`config.mk`:
```
export PLATFORM = sky130hd
export DESIGN_NAME = pldl_port_ctrl
export DESIGN_NICKNAME = d
export VERILOG_FILES = /design/src/shared/pldl_pkg.sv /design/src/verilog/pldl_port_ctrl.sv
export SDC_FILE = /design/constraint.sdc
export NUM_CORES = 1
export LEC_CHECK = 0
export BUFFER_PORTS_ARGS = -buffer_cell sky130_fd_sc_hd__buf_4
export CELL_PAD_IN_SITES_DETAIL_PLACEMENT = 1
export CELL_PAD_IN_SITES_GLOBAL_PLACEMENT = 1
export CORE_MARGIN = 4
export CORE_UTILIZATION = 38
export DETAILED_ROUTE_END_ITERATION = 8
export GPL_TIMING_DRIVEN = 0
export HOLD_SLACK_MARGIN = 0.02
export PLACE_DENSITY = 0.74
export SYNTH_ARGS = -nofsm -noshare
export SYNTH_HDL_FRONTEND = slang
export SYNTH_SLANG_ARGS = --single-unit
```
`constraint.sdc`:
```
create_clock -name clock -period 2.11 [get_ports clock]
set_clock_uncertainty 0.05 [all_clocks]
set_input_delay 0.422 -clock clock [delete_from_list [all_inputs] [get_ports clock]]
set_output_delay 0.422 -clock clock [all_outputs]
set_load 0.01 [all_outputs]
```
`src/shared/pldl_pkg.sv`:
```
// package for the phy link, diagnostic and led control block
// Summary of operation
// - pick best shared mode, 1000 full first
// - parallel detect takes sensed speed, half duplex
// - gigabit only via negotiation, role resolved first
// - negotiation on at reset, bit 12 controls
// - forced speed bits 6,13; duplex bit 8
// - speed change drops link, renegotiates
// - duplex/pause apply on restart or relink
// - completion updates status and partner registers
// - next page agrees energy efficient mode
// - bit 15 starts cable test, self-clears
// - status 00 normal 01 open 10 short 11 invalid
// - invalid when partner not silenced, no measurement
// - eight-bit count, distance 0.8*(count-22)
// - pair select bits 13:12 with start
// - remote loopback returns line data, full duplex; line_tx_data echoes in any duplex, only loopback_active needs full duplex
// - led mode bit, one single, zero tri-colour
// - led pins active low
// - single mode link low, activity toggles
// - tri-colour pins by speed, toggle on activity
package pldl_pkg;
  // register byte addresses
  localparam logic [7:0] ADDR_BASIC_CTRL = 8'h00;
  localparam logic [7:0] ADDR_BASIC_STAT = 8'h04;
  localparam logic [7:0] ADDR_ADVERT = 8'h10;
  localparam logic [7:0] ADDR_PARTNER = 8'h14;
  localparam logic [7:0] ADDR_EXPANSION = 8'h18;
  localparam logic [7:0] ADDR_GIG_CTRL = 8'h24;
  localparam logic [7:0] ADDR_GIG_STAT = 8'h28;
  localparam logic [7:0] ADDR_DIAG = 8'h48;
  localparam logic [7:0] ADDR_LOOPBACK = 8'h4c;
  localparam logic [7:0] ADDR_LED_MODE = 8'h50;
  localparam logic [7:0] ADDR_LINK_STAT = 8'h54;
  localparam logic [7:0] ADDR_ID = 8'h58;
  // basic control field positions
  localparam int BC_SPEED_LSB = 6;
  localparam int BC_DUPLEX = 8;
  localparam int BC_RESTART = 9;
  localparam int BC_AN_ENABLE = 12;
  localparam int BC_SPEED_MSB = 13;
  // diagnostic, loopback and led mode field positions
  localparam int DG_START = 15;
  localparam int DG_PAIR_LSB = 12;
  localparam int DG_STAT_LSB = 8;
  localparam int LB_ENABLE = 8;
  localparam int LED_MODE_BIT = 4;
  // reset values
  localparam logic [15:0] BASIC_CTRL_RST = 16'h1340;
  localparam logic [15:0] ADVERT_RST = 16'h01e1;
  localparam logic [15:0] GIG_CTRL_RST = 16'h0700;
  localparam logic [15:0] DEVICE_ID = 16'h5a5a; // arbitrary value
  // timing
  localparam int CLK_HZ = 100_000_000;
  localparam int BLINK_MS = 100;
  localparam int BLINK_CYCLES = CLK_HZ / 1000 * BLINK_MS;
  localparam int DIAG_SETTLE_CYCLES = 64;
  // cable test status codes
  localparam logic [1:0] DIAG_NORMAL = 2'h0;
  localparam logic [1:0] DIAG_OPEN = 2'h1;
  localparam logic [1:0] DIAG_SHORT = 2'h2;
  localparam logic [1:0] DIAG_INVALID = 2'h3;
  // speed codes
  typedef enum logic [1:0] {
    PLDL_SPD_10 = 2'h0,
    PLDL_SPD_100 = 2'h1,
    PLDL_SPD_1000 = 2'h2
  } pldl_speed_t;
  // link state machine, one-hot
  typedef enum logic [3:0] {
    PLDL_DOWN = 4'b0001,
    PLDL_NEGOT = 4'b0010,
    PLDL_UP = 4'b0100,
    PLDL_DIAG = 4'b1000
  } pldl_state_t;
  // line side status from the analog front end
  typedef struct packed {
    logic energy;          // signal present on the line
    logic partner_an;      // partner sends negotiation pages
    logic [15:0] partner_ability;
    logic [15:0] partner_gig;
    logic partner_eee;     // partner next page offers energy mode
    logic role_resolved;   // master/slave resolved
    logic role_fault;
    pldl_speed_t sensed_speed;
    logic partner_quiet;   // partner silenced for cable test
    logic echo_valid;
    logic [1:0] echo_kind;
    logic [7:0] echo_count;
  } pldl_line_t;
  typedef struct packed {
    logic [15:0] basic_ctrl;
    logic [15:0] advert;
    logic [15:0] gig_ctrl;
    logic [15:0] partner;
    logic [15:0] expansion;
    logic [15:0] gig_stat;
    logic [15:0] diag;
    logic [15:0] loopback;
    logic led_single;
    pldl_state_t state;
    logic link_up;
    logic full_duplex;
    pldl_speed_t speed;
    logic eee_agreed;
    logic [1:0] last_speed_code;
    logic [7:0] diag_wait;
    logic [31:0] rdata;
    logic rvalid;
    logic [31:0] blink_cnt;
    logic blink;
    logic act_seen;
    logic [1:0] energy_sync;
    logic [1:0] act_sync;
    logic link_led_n;
    logic act_led_n;
  } pldl_state_reg_t;
endpackage : pldl_pkg

```
`src/verilog/pldl_port_ctrl.sv`:
```
// per-port link resolution, cable test and led driver
module pldl_port_ctrl #(
  parameter int BLINK_COUNT = pldl_pkg::BLINK_CYCLES
) (
  input wire logic clock,
  input wire logic reset_n,
  input wire logic [7:0] address,
  input wire logic read,
  input wire logic write,
  input wire logic [31:0] writedata,
  input wire logic [3:0] byteenable,
  output logic [31:0] readdata,
  output logic waitrequest,
  input wire pldl_pkg::pldl_line_t line_in,
  input wire logic activity,
  input wire logic [7:0] line_rx_data,
  output logic [7:0] line_tx_data,
  output logic loopback_active,
  output logic probe_start,
  output logic [1:0] probe_pair,
  output logic link_up,
  output logic [1:0] link_speed,
  output logic link_full_duplex,
  output logic link_indicator_pin,
  output logic activity_indicator_pin
);
  pldl_pkg::pldl_state_reg_t s_reg;
  pldl_pkg::pldl_state_reg_t s_next;

  logic [15:0] wmask;
  logic [15:0] wval;
  logic [15:0] common;
  logic gig_common_full;
  logic gig_common_half;
  logic [1:0] forced_code;

  // byte enables into a 16-bit write mask
  assign wmask = {{8{byteenable[1]}}, {8{byteenable[0]}}};
  // read answers one cycle after the request
  assign waitrequest = read & ~s_reg.rvalid;
  assign readdata = s_reg.rdata;
  assign line_tx_data = s_reg.loopback[pldl_pkg::LB_ENABLE] ?
                        line_rx_data : 8'h00;
  assign loopback_active = s_reg.loopback[pldl_pkg::LB_ENABLE]
                           & s_reg.full_duplex;
  assign probe_start = s_reg.state == pldl_pkg::PLDL_DIAG;
  assign probe_pair = s_reg.diag[13:12];
  assign link_up = s_reg.link_up;
  assign link_speed = s_reg.speed;
  assign link_full_duplex = s_reg.full_duplex;
  assign link_indicator_pin = s_reg.link_led_n;
  assign activity_indicator_pin = s_reg.act_led_n;

  // shared abilities between own advertisement and partner
  assign common = s_reg.advert & line_in.partner_ability;
  assign gig_common_full = s_reg.gig_ctrl[9] & line_in.partner_gig[11];
  assign gig_common_half = s_reg.gig_ctrl[8] & line_in.partner_gig[10];
  assign forced_code = {s_reg.basic_ctrl[pldl_pkg::BC_SPEED_LSB],
                        s_reg.basic_ctrl[pldl_pkg::BC_SPEED_MSB]};

  // next state of everything
  always_comb begin
    s_next = s_reg;
    s_next.rvalid = 1'b0;
    // restart bit self-clears; a fresh write of one still wins
    s_next.basic_ctrl[pldl_pkg::BC_RESTART] = 1'b0;
    s_next.energy_sync = {s_reg.energy_sync[0], line_in.energy};
    s_next.act_sync = {s_reg.act_sync[0], activity};
    wval = writedata[15:0];

    // register writes
    if (write) begin
      if (address == pldl_pkg::ADDR_BASIC_CTRL) begin
        s_next.basic_ctrl = (s_next.basic_ctrl & ~wmask) | (wval & wmask);
        // speed change on the fly drops the link
        if ({s_next.basic_ctrl[6], s_next.basic_ctrl[13]} !=
            {s_reg.basic_ctrl[6], s_reg.basic_ctrl[13]} &&
            s_reg.link_up) begin
          s_next.link_up = 1'b0;
          s_next.state = pldl_pkg::PLDL_DOWN;
        end
      end else if (address == pldl_pkg::ADDR_ADVERT) begin
        s_next.advert = (s_reg.advert & ~wmask) | (wval & wmask);
      end else if (address == pldl_pkg::ADDR_GIG_CTRL) begin
        s_next.gig_ctrl = (s_reg.gig_ctrl & ~wmask) | (wval & wmask);
      end else if (address == pldl_pkg::ADDR_DIAG) begin
        if (wmask[15] && wval[pldl_pkg::DG_START] &&
            s_reg.state != pldl_pkg::PLDL_DIAG) begin
          s_next.diag = {1'b1, 1'b0, wval[13:12], 12'h000};
          s_next.diag_wait = 8'h00;
          s_next.link_up = 1'b0;
          s_next.state = pldl_pkg::PLDL_DIAG;
        end
      end else if (address == pldl_pkg::ADDR_LOOPBACK) begin
        s_next.loopback = (s_reg.loopback & ~wmask) | (wval & wmask);
      end else if (address == pldl_pkg::ADDR_LED_MODE) begin
        if (byteenable[0]) begin
          s_next.led_single = wval[pldl_pkg::LED_MODE_BIT];
        end
      end
    end

    // register reads, unmapped reads return zero
    if (read && !s_reg.rvalid) begin
      s_next.rvalid = 1'b1;
      s_next.rdata = 32'h0000_0000;
      if (address == pldl_pkg::ADDR_BASIC_CTRL) begin
        s_next.rdata[15:0] = s_reg.basic_ctrl;
      end else if (address == pldl_pkg::ADDR_BASIC_STAT) begin
        s_next.rdata[15:0] = {11'h7e4, s_reg.state == pldl_pkg::PLDL_UP,
                              1'b0, s_reg.link_up, 2'h1};
      end else if (address == pldl_pkg::ADDR_ADVERT) begin
        s_next.rdata[15:0] = s_reg.advert;
      end else if (address == pldl_pkg::ADDR_PARTNER) begin
        s_next.rdata[15:0] = s_reg.partner;
      end else if (address == pldl_pkg::ADDR_EXPANSION) begin
        s_next.rdata[15:0] = s_reg.expansion;
      end else if (address == pldl_pkg::ADDR_GIG_CTRL) begin
        s_next.rdata[15:0] = s_reg.gig_ctrl;
      end else if (address == pldl_pkg::ADDR_GIG_STAT) begin
        s_next.rdata[15:0] = s_reg.gig_stat;
      end else if (address == pldl_pkg::ADDR_DIAG) begin
        s_next.rdata[15:0] = s_reg.diag;
      end else if (address == pldl_pkg::ADDR_LOOPBACK) begin
        s_next.rdata[15:0] = s_reg.loopback;
      end else if (address == pldl_pkg::ADDR_LED_MODE) begin
        s_next.rdata[pldl_pkg::LED_MODE_BIT] = s_reg.led_single;
      end else if (address == pldl_pkg::ADDR_LINK_STAT) begin
        s_next.rdata[5:0] = {s_reg.eee_agreed, s_reg.full_duplex,
                             s_reg.speed, s_reg.link_up,
                             loopback_active};
      end else if (address == pldl_pkg::ADDR_ID) begin
        s_next.rdata[15:0] = pldl_pkg::DEVICE_ID;
      end
    end

    // link state machine
    case (s_reg.state)
      pldl_pkg::PLDL_DOWN: begin
        s_next.link_up = 1'b0;
        if (s_reg.energy_sync[1]) begin
          s_next.state = pldl_pkg::PLDL_NEGOT;
        end
      end
      pldl_pkg::PLDL_NEGOT: begin
        if (!s_reg.energy_sync[1]) begin
          s_next.state = pldl_pkg::PLDL_DOWN;
        end else if (!s_reg.basic_ctrl[pldl_pkg::BC_AN_ENABLE]) begin
          // forced mode; a forced gigabit setting never links
          if (forced_code != 2'b10) begin
            s_next.speed = forced_code == 2'b01 ? pldl_pkg::PLDL_SPD_100 :
                           pldl_pkg::PLDL_SPD_10;
            s_next.full_duplex =
              s_reg.basic_ctrl[pldl_pkg::BC_DUPLEX];
            s_next.link_up = 1'b1;
            s_next.state = pldl_pkg::PLDL_UP;
          end
        end else if (!line_in.partner_an) begin
          // parallel detection, never gigabit
          if (line_in.sensed_speed != pldl_pkg::PLDL_SPD_1000) begin
            s_next.speed = line_in.sensed_speed;
            s_next.full_duplex = 1'b0;
            s_next.link_up = 1'b1;
            s_next.expansion = 16'h0000;
            s_next.state = pldl_pkg::PLDL_UP;
          end
        end else if (line_in.role_resolved || line_in.role_fault) begin
          // role first, then highest common mode
          s_next.link_up = 1'b1;
          s_next.state = pldl_pkg::PLDL_UP;
          if (gig_common_full && !line_in.role_fault) begin
            s_next.speed = pldl_pkg::PLDL_SPD_1000;
            s_next.full_duplex = 1'b1;
          end else if (gig_common_half && !line_in.role_fault) begin
            s_next.speed = pldl_pkg::PLDL_SPD_1000;
            s_next.full_duplex = 1'b0;
          end else if (common[8]) begin
            s_next.speed = pldl_pkg::PLDL_SPD_100;
            s_next.full_duplex = 1'b1;
          end else if (common[7]) begin
            s_next.speed = pldl_pkg::PLDL_SPD_100;
            s_next.full_duplex = 1'b0;
          end else if (common[6]) begin
            s_next.speed = pldl_pkg::PLDL_SPD_10;
            s_next.full_duplex = 1'b1;
          end else if (common[5]) begin
            s_next.speed = pldl_pkg::PLDL_SPD_10;
            s_next.full_duplex = 1'b0;
          end else begin
            s_next.link_up = 1'b0;
            s_next.state = pldl_pkg::PLDL_NEGOT;
          end
          // completion records partner abilities
          s_next.partner = line_in.partner_ability;
          s_next.expansion = 16'h0001;
          s_next.gig_stat = {line_in.role_fault, 1'b0,
                             line_in.partner_gig[13:0]};
          s_next.eee_agreed = line_in.partner_eee;
        end
      end
      pldl_pkg::PLDL_UP: begin
        // duplex and pause changes wait for restart or relink
        if (!s_reg.energy_sync[1]) begin
          s_next.link_up = 1'b0;
          s_next.state = pldl_pkg::PLDL_DOWN;
        end else if (s_reg.basic_ctrl[pldl_pkg::BC_RESTART]) begin
          s_next.link_up = 1'b0;
          s_next.state = pldl_pkg::PLDL_NEGOT;
        end
      end
      pldl_pkg::PLDL_DIAG: begin
        s_next.diag_wait = s_reg.diag_wait + 8'h01;
        if (s_reg.diag_wait ==
            8'(pldl_pkg::DIAG_SETTLE_CYCLES) && !line_in.partner_quiet) begin
          // partner still talking, skip the measurement
          s_next.diag[15] = 1'b0;
          s_next.diag[9:8] = pldl_pkg::DIAG_INVALID;
          s_next.diag[7:0] = 8'h00;
          s_next.state = pldl_pkg::PLDL_DOWN;
        end else if (s_reg.diag_wait >=
                     8'(pldl_pkg::DIAG_SETTLE_CYCLES) &&
                     line_in.echo_valid) begin
          s_next.diag[15] = 1'b0;
          s_next.diag[9:8] = line_in.echo_kind == pldl_pkg::DIAG_INVALID ?
                             pldl_pkg::DIAG_NORMAL :
                             line_in.echo_kind;
          s_next.diag[7:0] = line_in.echo_kind == pldl_pkg::DIAG_OPEN ||
                             line_in.echo_kind == pldl_pkg::DIAG_SHORT ?
                             line_in.echo_count : 8'h00;
          s_next.state = pldl_pkg::PLDL_DOWN;
        end else if (s_reg.diag_wait == 8'hff) begin
          s_next.diag_wait = s_reg.diag_wait;
        end
      end
      default: begin
        s_next.state = pldl_pkg::PLDL_DOWN;
      end
    endcase

    // slow blink divider, free-running; blink toggles while traffic persists
    if (s_reg.act_sync[1]) begin
      s_next.act_seen = 1'b1;
    end
    if (s_reg.blink_cnt >= 32'(BLINK_COUNT - 1)) begin
      s_next.blink_cnt = 32'h0000_0000;
      s_next.blink = s_reg.act_seen ? ~s_reg.blink : 1'b0;
      s_next.act_seen = s_reg.act_sync[1];
    end else begin
      s_next.blink_cnt = s_reg.blink_cnt + 32'h0000_0001;
    end

    // led pins, active low
    s_next.link_led_n = 1'b1;
    s_next.act_led_n = 1'b1;
    if (s_reg.link_up) begin
      if (s_reg.led_single) begin
        s_next.link_led_n = 1'b0;
        s_next.act_led_n = ~s_reg.blink;
      end else if (s_reg.speed == pldl_pkg::PLDL_SPD_1000) begin
        s_next.link_led_n = s_reg.blink;
      end else if (s_reg.speed == pldl_pkg::PLDL_SPD_100) begin
        s_next.act_led_n = s_reg.blink;
      end else begin
        s_next.link_led_n = s_reg.blink;
        s_next.act_led_n = s_reg.blink;
      end
    end
  end

  // register the whole state
  always_ff @(posedge clock) begin
    if (!reset_n) begin
      s_reg <= '0;
      s_reg.basic_ctrl <= pldl_pkg::BASIC_CTRL_RST;
      s_reg.advert <= pldl_pkg::ADVERT_RST;
      s_reg.gig_ctrl <= pldl_pkg::GIG_CTRL_RST;
      s_reg.led_single <= 1'b0;
      s_reg.state <= pldl_pkg::PLDL_DOWN;
      s_reg.link_led_n <= 1'b1;
      s_reg.act_led_n <= 1'b1;
    end else begin
      s_reg <= s_next;
    end
  end
endmodule : pldl_port_ctrl

```
Word-level counts from Yosys, hierarchy flattened --
Cells that the tools add are included.
Storage, ports and cells: bits in registers 202, bits in latches 0, memory bits (writable) 0, memory bits (read-only) 0, input bits 108, output and inout port bits 51, logic and storage cells 223, memories kept 0
Operators by class: add/subtract/negate cells 2, multipliers 0, div/mod/pow operators 0, order comparisons 2, equality and inequality tests 44, shift-type cells 0, muxes and demuxes 97, bitwise operators 20, reductions and logical operators 32
Operator list (count):
- 16-bit two-way mux | 17
- 38-bit two-way mux | 5
- 8-bit two-way mux | 16
- 16-bit bitwise AND | 5
- 32-bit two-way mux | 2
- 16-bit OR | 4
- 8-bit by 7-bit == test with 1-bit output, second input constant | 6
- 4-bit two-way mux | 11
- 42-bit two-way mux | 1
- 10-bit two-way mux | 4
- 5-bit two-way mux | 7
- 33-bit two-way mux | 1
- 32-bit by 1-bit adder with 32-bit output, second input constant | 1
- 32-bit by 24-bit greater-or-equal comparator with 1-bit output, second input constant | 1
- 8-bit by 5-bit == test with 1-bit output, second input constant | 3
- 3-bit two-way mux | 6
- 9-bit two-way mux | 2
- 3-bit by 2-bit inequality test with 1-bit output, second input constant | 6
- 6-bit AND reduction | 3
- 1-bit two-way mux | 17
- 17-bit two-way mux | 1
- 8-bit by 6-bit == test with 1-bit output, second input constant | 2
- 16-bit inverter | 1
- 4-bit one-hot mux with 4 select lines | 1
- 36 further kinds | 74

Depth between registers and ports, before layout --
Gate-level depths: netlist of run 1.
word-level depth 16, mapped depth 9, mapped depth without buffers 7

Worst setup path after synthesis of run 1 --
OpenSTA, ideal clock, no wires.
path kind input to register, from in address[6], to reg s_reg, in the netlist readdata[4], setup time 0.127 ns, data arrival time 1.907 ns, required time 1.933 ns, path slack 0.026 ns, stages 8, path buffers 3, cell sequence buf_2 buf_4 or4b_1 buf_2 o32ai_1 a22oi_1 nor2_1 o41ai_2
On the way: longest elaborated chain between the ends 13, elaborated cells between the ends (all ways) 24, those cells by class eq/ne: 11; mux: 12; reduce/logical: 1
RTL lines:
- start, declared | line pldl_port_ctrl.sv:7 | input wire logic [7:0] address,
- 8-bit by 7-bit == test with 1-bit output | line pldl_port_ctrl.sv:132 | end else if (address == pldl_pkg::ADDR_ID) begin
- 15-bit two-way mux | line pldl_port_ctrl.sv:132
- 6-bit two-way mux | line pldl_port_ctrl.sv:128 | end else if (address == pldl_pkg::ADDR_LINK_STAT) begin
- 1-bit two-way mux | line pldl_port_ctrl.sv:126 | end else if (address == pldl_pkg::ADDR_LED_MODE) begin
- 16-bit two-way mux | line pldl_port_ctrl.sv:124 | end else if (address == pldl_pkg::ADDR_LOOPBACK) begin
- 16-bit two-way mux | line pldl_port_ctrl.sv:122 | end else if (address == pldl_pkg::ADDR_DIAG) begin
- 16-bit two-way mux | line pldl_port_ctrl.sv:120 | end else if (address == pldl_pkg::ADDR_GIG_STAT) begin
- 16-bit two-way mux | line pldl_port_ctrl.sv:118 | end else if (address == pldl_pkg::ADDR_GIG_CTRL) begin
- 16-bit two-way mux | line pldl_port_ctrl.sv:116 | end else if (address == pldl_pkg::ADDR_EXPANSION) begin
- 16-bit two-way mux | line pldl_port_ctrl.sv:114 | end else if (address == pldl_pkg::ADDR_PARTNER) begin
- 16-bit two-way mux | line pldl_port_ctrl.sv:112 | end else if (address == pldl_pkg::ADDR_ADVERT) begin
- 16-bit two-way mux | line pldl_port_ctrl.sv:109 | end else if (address == pldl_pkg::ADDR_BASIC_STAT) begin
- 16-bit two-way mux * | line pldl_port_ctrl.sv:107 | if (address == pldl_pkg::ADDR_BASIC_CTRL) begin
- end signal, assigned | line pldl_port_ctrl.sv:282 | s_reg <= s_next;
- end, declared | line pldl_port_ctrl.sv:27 | pldl_pkg::pldl_state_reg_t s_reg;
Mark *: on every way between the ends. The rest lies on a longest branch, timed or not. A chain may end at the register's enable or synchronous reset.

Final worst setup path of run 1 --
from reg s_reg[89] (netlist name), to out probe_start
On the way: longest elaborated chain between the ends 1
RTL lines:
- 4-bit == test | line pldl_port_ctrl.sv:46 | assign probe_start = s_reg.state == pldl_pkg::PLDL_DIAG;
- end, declared | line pldl_port_ctrl.sv:19 | output logic probe_start,
Every way passes these cells.

==> results of run 1 <==
==> layout by cell type (no fill, tap or decap), drive strengths merged, types with 12 or more instances in the layout <==
cell	n
a21oi	88
a22o	12
a22oi	13
and2	16
and3	12
buf	203
clkbuf	57
conb	24
dfxtp	184
inv	25
mux2i	51
nand2	149
nand3	32
nand4	15
nor2	94
nor3	47
o21ai	53
o22ai	12
xor2	20
==> layer usage <==
metal | share of wire [%] | track usage [%] | vias to the layer above
met5 | 0 | 0 | -
met3 | 6.7 | 5.324 | 95
met2 | 46 | 43.52 | 380
met4 | 4.4 | 12.92 | 0
met1 | 42 | 34.36 | 4489
li1 | - | - | 4198
==> layout make-up <==
type,count,area (µm²),area share (%)
tap,319,399.1,3.464
timing repair buffer,138,1060,9.198
sequential,184,3695,32.07
clock buffer,17,425.4,3.692
multi-input combinational,804,5070,44.00
clock inverter,15,155.1,1.347
inverter,18,83.83,0.7275
buffer,105,634.4,5.505
==> synth_stat cells, types with 4 or more instances <==
library cell  count  area (µm²)
clkbuf_1         40       150.1
o221ai_1          7       61.31
ha_1              5       62.56
nand3_1          31       155.2
a21o_1            4       30.03
o21ai_1          23       115.1
inv_1            17       63.81
nor4_1            7       43.79
a221oi_1          4       35.03
nand2_1         145       544.3
a21oi_1          87       435.4
and2_1           16       100.1
buf_1             6       22.52
o21a_1            9       67.56
xor2_1           20       175.2
nor2b_1           7       43.79
nand2b_1          8       50.05
o21ai_0          30       150.1
a221o_1           6       60.06
dfxtp_1         184        3684
a211oi_1          5       37.54
nand4_1          12       75.07
a22oi_1          13       97.59
nor3b_1           5       37.54
buf_4            42       315.3
xnor2_1          11       96.34
nor4b_1           5       43.79
buf_2            19       95.09
nor3_1           41       205.2
mux2i_1          51       510.5
or4b_1            6       60.06
o22ai_1          12       75.07
a22o_1           12       105.1
a31oi_1           9       56.30
o2bb2ai_1         4       35.03
nor2_1           92       345.3
nand3b_1          5       37.54
nor4b_4           4       95.09
and3_1           12       75.07
==> report_power, final <==
part           leakage [nW]  switching, mW  internal (mW)
registers              1.49         0.0176           3.50
logic                  2.66          0.453          0.298
clock network         0.288           1.65           1.59
total                  4.44           2.12           5.38
==> what timing repair did <==
action,4_1_cts,5_1_grt
resized for setup,32,37
setup endpoints to repair,128,98
setup buffers,20,1
pin swaps,5,5
==> critical path, delay by kind of cell, from the launching register on <==
family / cells / cell delay, ns
simple gates: 1 / 0.62
flops: 1 / 0.36
buf+inv: 2 / 0.19
==> metrics by stage <==
step	power (mW)	setup TNS (ns)	setup WS (ns)	instances	hold slack, ns
6_report	7.502	0	0.02804	1600	0.1328
5_1_grt	7.736	-0.02554	-0.02227	1600	0.1245
4_1_cts	7.511	0	0.008094	1600	0.1261
3_5_place_dp	4.305	-64.21	-0.9442	1551	0.3845
3_3_place_gp	4.299	-61.01	-0.9177	1551	0.3689
2_1_floorplan	3.961	0	0.02569	1115	0.3619
==> logic make-up (layout without fill, tap and decap cells) <==
group	after synthesis	after routing	synth area share [%]
flops	184	184	39.99
buf+inv	127	293	7.322
compound gates	257	257	18.12
mux	51	51	5.543
xor+xnor	31	31	2.948
fa+ha+maj	5	5	0.6793
simple gates	436	436	25.35
other cells	1	24	0.04072
==> final timing paths <==
kind	startpoint	end	slack, ns	cells after the start
max	s_reg[89]$_SDFF_PN0_	probe_start	0.03	3
min	line_in[7]	s_reg[116]$_SDFF_PN0_	0.13	2
max reg2reg	s_reg[89]$_SDFF_PN0_	s_reg[76]$_SDFFE_PN0P_	0.09	7
min reg2reg	s_next[5]$_SDFF_PN0_	s_reg[5]$_SDFF_PN0_	0.39	1
==> flow_summary.toml, run 1 <==
[job]
maxCapViolCount = 0

[sta]
slew_headroom_pct = 46.26
finalSetupViolCount = 0
rsz0062_at_grt = "yes"
worst_pin_slew_ns = 0.8061
period_share_pct = 98.67
maxSlewViolCount = 0
max_clock_freq_ghz = 0.4803
finalHoldViolCount = 0
timing.final.crit_period_ns = 2.082

[worst_setup_path]
slowest_delay_ns = 0.62
path_class = "flop to primary output"
cp.required_ns = 1.64
critPathMaxFanout = 3
arrival_ns = 1.61
critical_path.endpoint_type = "primary output"
start_kind = "flop"
crit_path_cell_trace = "or4b_4 > clkinv_8 > buf_6"
critPathSlowestCell = "or4b_4"

[yosys]
synth-seq-cells = 184
ys_dominant_reg_cell = "dfxtp_1"
synth-async-reset-ratio_pct = 0
ys_seq_area_share_pct = 39.99
yosysWarnings = 0
yosysUniqueCellTypes = 82
avgSynthCellArea_um2 = 8.434
synth_edf_count = 0
synth_cells = 1092
syn_area_um2 = 9210

[routing]
drt_pass1_iterations = 7
drcViolationCount = 0
drt_iter0_markers = 795
wl_mm = 36.61
wire_per_inst_um = 22.88
num_vias = 9162
ant_nets = 0
vias_per_cell = 5.726

[global_routing]
antenna_found_initial = 0
grt_use_total_pct = 26.90
grt_overflow_total = 0
grt_max_degree = 20
grt_pass1_vias = 9185
grt_first_pass_wirelength_mm = 54.20

[clocking]
cts_made_buffers = 17
cts.clk_slew.worst_paths_ns = 0.08
clock_latency_ns = 0.45
cts_sinks = 184
clock_path_buffers = 2
cts_tree = "built"
hold_buffers = 0
cts_root_buf = "clkbuf_16"
h-tree-depth = 4

[layout]
area_growth_pct = 25.11
fin_area_um2 = 11520
nets = 1381
nFillCells = 2893
n_antenna_cell = 0
drive_gt1_share_pct = 22.95
fin_util_pct = 48.65
largest_reg_flops = 156

[floorplanning]
die_area_um2 = 26790
rows = 56
die_w_um = 163.7
initial_utilization_pct = 38.89
ioPinCount = 159
design.core.area_um2 = 23680
fp.dieH_um = 163.7

[status]
status = "complete, no violations"

[placement]
gp_congestion = 0.9572
dp_hpwl_mm = 27.23
place_area_um2 = 10570
port_buffers = 117

[min_path]
min_path_type = "input port to flop"

[power]
max-vdd-ir-drop_mv = 0.5986
leakagePower_nw = 4.444
power_density_nw_per_um2 = 651.1
Note: power is estimated with default switching activity, not from simulation.
==> run 2: changes to the inputs <==
Settings changed: CORE_UTILIZATION 38 to 42, PLACE_DENSITY 0.74 to 0.78, SKIP_LAST_GASP set to 1.
Clock period 2.11 ns to 2.2 ns, I/O delays scaled along.
==> run 2 against run 1 <==
  * Final area fell by 0.72%
  * Sequential power decreased by 4%
  * Power fell by 2.1%
  * Routed wire length decreased by 1.7%
  * Sequential share of layout area grew 0.19 points
  * Global-route usage is 2.1 points higher
  * Core utilization increased by 5.1 points
  * Largest power group unchanged
==> flow_summary.toml, run 2 (same netlist as run 1, synthesis figures left out) <==
[layout]
final_common_cell = "buf_4"
n_antenna_cell = 0
nFillCells = 2600
nets = 1384
largest_reg_flops = 156
drive_gt1_share_pct = 22.51
layout_common_cells = "buf_4, dfxtp_1, nand2_1, nor2_1, a21oi_1"
area_growth_pct = 24.21
fin_area_um2 = 11440
stdcell_count = 1559

[clocking]
cts.clk_slew.worst_paths_ns = 0.08
cts_tree = "built"
cts_made_buffers = 17
clock_latency_ns = 0.45
clock_path_buffers = 2
hold_buffers = 0
cts_sinks = 184
h-tree-depth = 4
cts_root_buf = "clkbuf_16"

[placement]
port_buffers = 117
gp_congestion = 0.9839
dp_worst_setup_slack_ns = -0.6903
dp_hpwl_mm = 26.48
place_area_um2 = 10520
dp.cells = 1507

[global_routing]
grt_util_met2_pct = 46.79
grt_overflow_total = 0
grt_max_degree = 19
antenna_found_initial = 0
grt_first_pass_wirelength_mm = 54.09
grt_pass1_vias = 9285
grt_use_total_pct = 29.04
gr-usage-met3_pct = 5.853
grt-busiest-layer = "met2"
met1_usage_pct = 38.13

[worst_setup_path]
r2r-start = "s_reg[88]$_SDFF_PN1_"
critical_path.endpoint_type = "primary output"
start_kind = "flop"
cp.required_ns = 1.71
arrival_ns = 1.66
path_class = "flop to primary output"
critPathMaxFanout = 10
critPathLaunch = "s_reg[40]$_SDFF_PN0_"

[routing]
drcViolationCount = 0
num_vias = 9281
wl_mm = 35.99
drt_iter0_markers = 823
vias_per_cell = 5.953
wire_per_inst_um = 23.09
ant_nets = 0
drt_pass1_iterations = 6

[min_path]
min_path_type = "input port to flop"
min_from = "line_in[50]"

[sta]
hold_ws_ns = 0.1541
worst_pin_slew_ns = 0.8334
finalHoldViolCount = 0
period_share_pct = 97.93
max_clock_freq_ghz = 0.4642
maxSlewViolCount = 0
layout_setup_ws_ns = 0.04564
timing.final.crit_period_ns = 2.154
rsz0062_at_grt = "yes"
slew_headroom_pct = 44.44
finalSetupViolCount = 0

[floorplanning]
initial_utilization_pct = 43.27
rows = 53
design.core.area_um2 = 21290
die_area_um2 = 24360
ioPinCount = 159
fp.dieH_um = 156.1
die_w_um = 156.1

[power]
comb_power_share_pct = 9.8
finalPower_mw = 7.345
switching_power_mw = 1.977
swShare_pct = 26.91
seq_power_share_pct = 45.9
leakagePower_nw = 4.426
max-vdd-ir-drop_mv = 0.5151
power_density_nw_per_um2 = 642.1
p_int_mw = 5.369
clkPwrFrac_pct = 44.2

[status]
status = "complete, no violations"

[job]
maxCapViolCount = 0
-- run 2: cell count changes in the layout (fill, tap and decap cells not counted), sizes merged --
cell      change
buf           +2
bufinv        +2
clkbuf        +1
clkinv        -3
clkinvlp      +3
inv           -2
-- run 2: worst max-delay path: stages, from the launching register on --
cell and delay (ns):
dfxtp_1 0.32, nand2b_1 0.25, clkinvlp_4 0.22, clkbuf_2 0.24, buf_4 0.19
-- run 2: cell type report --
type | instances | area [µm²] | share of cell area, %
Sequential cell | 184 | 3690 | 32.25
Timing Repair Buffer | 141 | 1071 | 9.362
Tap cell | 275 | 344.1 | 3.008
Clock buffer | 17 | 425.4 | 3.719
Inverter | 18 | 76.32 | 0.6672
Clock inverter | 15 | 182.7 | 1.597
Multi-Input combinational cell | 804 | 5024 | 43.91
Buffer | 105 | 626.9 | 5.480
-- run 2: path summary, 6_finish.rpt --
| check | to | slack (ns) | cells after the start |
|---|---|---|---|
| worst min register to register | s_reg[3]$_SDFF_PN0_ | 0.38 | 1 |
| worst max-delay path | waitrequest | 0.05 | 4 |
| worst min-delay path | s_next[5]$_SDFF_PN0_ | 0.15 | 2 |
| worst max register to register | s_reg[164]$_SDFFE_PN0P_ | 0.10 | 9 |
-- run 2: timing repair --
action,in CTS,in global routing
buffers inserted,11,13
pin swaps,3,2
setup endpoints to repair,80,88
resized for setup,23,28
-- run 2: through the flow --
step	util, %	TNS, ns
after global routing	53.74	-0.06361
after global placement	49.42	-42.55
after floorplan	-	0
final	53.74	0
after detailed placement	49.42	-46.02
after CTS	52.94	-0.1182
-- run 2: per-layer routing --
metal | wire, µm | part of all wire, % | vias up
met5 | 0 | 0 | -
met1 | 15050 | 42 | 4525
met2 | 16510 | 46 | 451
met4 | 1604 | 4.5 | 0
li1 | - | - | 4204
met3 | 2833 | 7.9 | 101
-- run 2: power groups by stage --
stage                     registers, mW  clock network [mW]  logic, mW
after floorplan                    3.45                   0      0.353
after global placement             3.45                   0      0.665
after detailed placement           3.45                   0      0.672
after CTS                          3.37                3.27      0.685
after global routing               3.38                3.42      0.768
final                              3.37                3.25      0.722
==> run 3: changes to the inputs <==
Clock period 2.2 ns to 2 ns, I/O delays scaled along.
==> run 3 against run 2 <==
  * Sequential power is 10% higher
  * Clock power is 6% higher
  * Clock-buffer cell count stayed put
  * Critical endpoint is now readdata[1]$_SDFFE_PN0P_
  * Combinational power is 12% higher
  * Cell count is 0.71% higher
  * Non-clock buffer count is 11 higher
  * Sequential cell count stayed put
==> flow_summary.toml, run 3 (same netlist as run 1, synthesis figures left out) <==
[placement]
port_buffers = 117
gp_congestion = 0.9850
dp_hpwl_mm = 26.44
dp_worst_setup_slack_ns = -0.8165

[worst_setup_path]
critical_path.endpoint_type = "flop"
cp.required_ns = 2.27
path_class = "input port to flop"
reg2reg_slack_ns = 0.04
critPathMaxFanout = 10
cp_common_cell = "buf_4"
start_kind = "input port"
critPathSlowestCell = "or4b_1"
slowest_delay_ns = 0.50
arrival_ns = 2.25
crit_path_cell_trace = "buf_4 > buf_4 > or4b_1 > buf_2 > o21ai_0 > a22oi_1 > o21ai_1 > a21oi_1"

[global_routing]
antenna_found_initial = 0
grt_pass1_vias = 9238
grt_max_degree = 19
grt_first_pass_wirelength_mm = 53.92
grt_use_total_pct = 28.91
grt_overflow_total = 0

[layout]
nets = 1395
fin_util_pct = 55.44
area_growth_pct = 28.13
layout_common_cells = "buf_4, dfxtp_1, nand2_1, nor2_1, a21oi_1"
final_common_cell = "buf_4"
n_antenna_cell = 0
largest_reg_flops = 156
drive_gt1_share_pct = 24.63

[clocking]
cts_tree = "built"
cts.clk_slew.worst_paths_ns = 0.08
cts_root_buf = "clkbuf_16"
clock_path_buffers = 2
cts_made_buffers = 17
cts_sinks = 184
h-tree-depth = 4
clock_latency_ns = 0.44

[floorplanning]
fp.dieH_um = 156.1
rows = 53
die_w_um = 156.1
initial_utilization_pct = 43.27
die_area_um2 = 24360
ioPinCount = 159
design.core.area_um2 = 21290

[routing]
wl_mm = 36.50
vias_per_cell = 5.915
drcViolationCount = 0
wire_per_inst_um = 23.25
num_vias = 9287
drt_iter0_markers = 827
ant_nets = 0
drt_pass1_iterations = 5

[sta]
slew_headroom_pct = 41.03
maxSlewViolCount = 0
period_share_pct = 98.77
timing.final.crit_period_ns = 1.975
rsz0062_at_grt = "yes"
finalSetupViolCount = 0
layout_setup_ws_ns = 0.02458
worst_pin_slew_ns = 0.8845
max_clock_freq_ghz = 0.5062
finalHoldViolCount = 0

[power]
power_density_nw_per_um2 = 673.9
leakagePower_nw = 4.577
max-vdd-ir-drop_mv = 0.4309

[status]
status = "complete, no violations"

[min_path]
min_path_type = "input port to flop"

[job]
maxCapViolCount = 0
run 3: cell count changes in the layout (fill, tap and decap cells not counted), moves of 4 or more:
cell | before | now
nor2_1 | 90 | 86
clkbuf_4 | 5 | 1
buf_8 | 0 | 4
buf_2 | 14 | 9
buf_6 | 3 | 13
run 3: where the power goes:
group          switching, mW  total (mW)  internal [mW]
clock                   1.66        3.44           1.77
combinational          0.479       0.808          0.329
sequential            0.0180        3.71           3.69
total                   2.16        7.95           5.79
run 3: what timing repair did:
item / 4_1_cts / 5_1_grt
resized for setup: 48 / 54
buffers inserted: 21 / 12
endpoints found under the setup margin: 140 / 137
endpoints found under the hold margin: 0 / 0
cloned: 0 / 3
pin swaps: 9 / 12
hold buffers: 0 / 0
run 3: path summary, 6_finish.rpt:
path | from | to | cells past startpoint
max | address[4] | readdata[1]$_SDFFE_PN0P_ | 8
min | line_in[50] | s_next[5]$_SDFF_PN0_ | 2
max reg2reg | s_reg[89]$_SDFF_PN0_ | s_reg[79]$_SDFFE_PN0P_ | 7
min reg2reg | s_next[5]$_SDFF_PN0_ | s_reg[5]$_SDFF_PN0_ | 1
run 3: routing by layer:
layer | vias up | global-route usage, % | share of wire, %
met5 | - | 0 | 0
li1 | 4235 | - | -
met2 | 406 | 47.14 | 47
met1 | 4568 | 37.93 | 42
met3 | 78 | 5.908 | 7.6
met4 | 0 | 10.59 | 3.4
run 3: final cells by class:
| class | instances | area [µm²] |
|---|---|---|
| inverter | 18 | 80.08 |
| tap | 275 | 344.1 |
| multi-input combinational | 804 | 5129 |
| clock inverter | 15 | 161.4 |
| timing repair buffer | 153 | 1246 |
| fill | 2515 | 9485 |
| clock buffer | 17 | 425.4 |
| sequential | 184 | 3694 |
| buffer | 104 | 721.9 |
run 3: metrics by stage:
step | TNS [ns] | area (µm²) | power (mW) | instances | hold WS (ns)
CTS | -1.394 | 11470 | 7.931 | 1558 | 0.1098
finish | 0 | 11800 | 7.953 | 1570 | 0.1212
detailed placement | -73.26 | 10550 | 4.535 | 1507 | 0.3713
global placement | -71.33 | 10550 | 4.530 | 1507 | 0.3650
global route | -0.2880 | 11800 | 8.188 | 1570 | 0.1178
floorplan | -0.001284 | 9329 | 4.183 | 1115 | 0.3619
run 3: critical path: cells and delay by family:
family                 cells  cell delay, ns
AOI/OAI and AO/OA          4            0.81
buffers and inverters      3            0.52
and+or+nand+nor            1            0.50
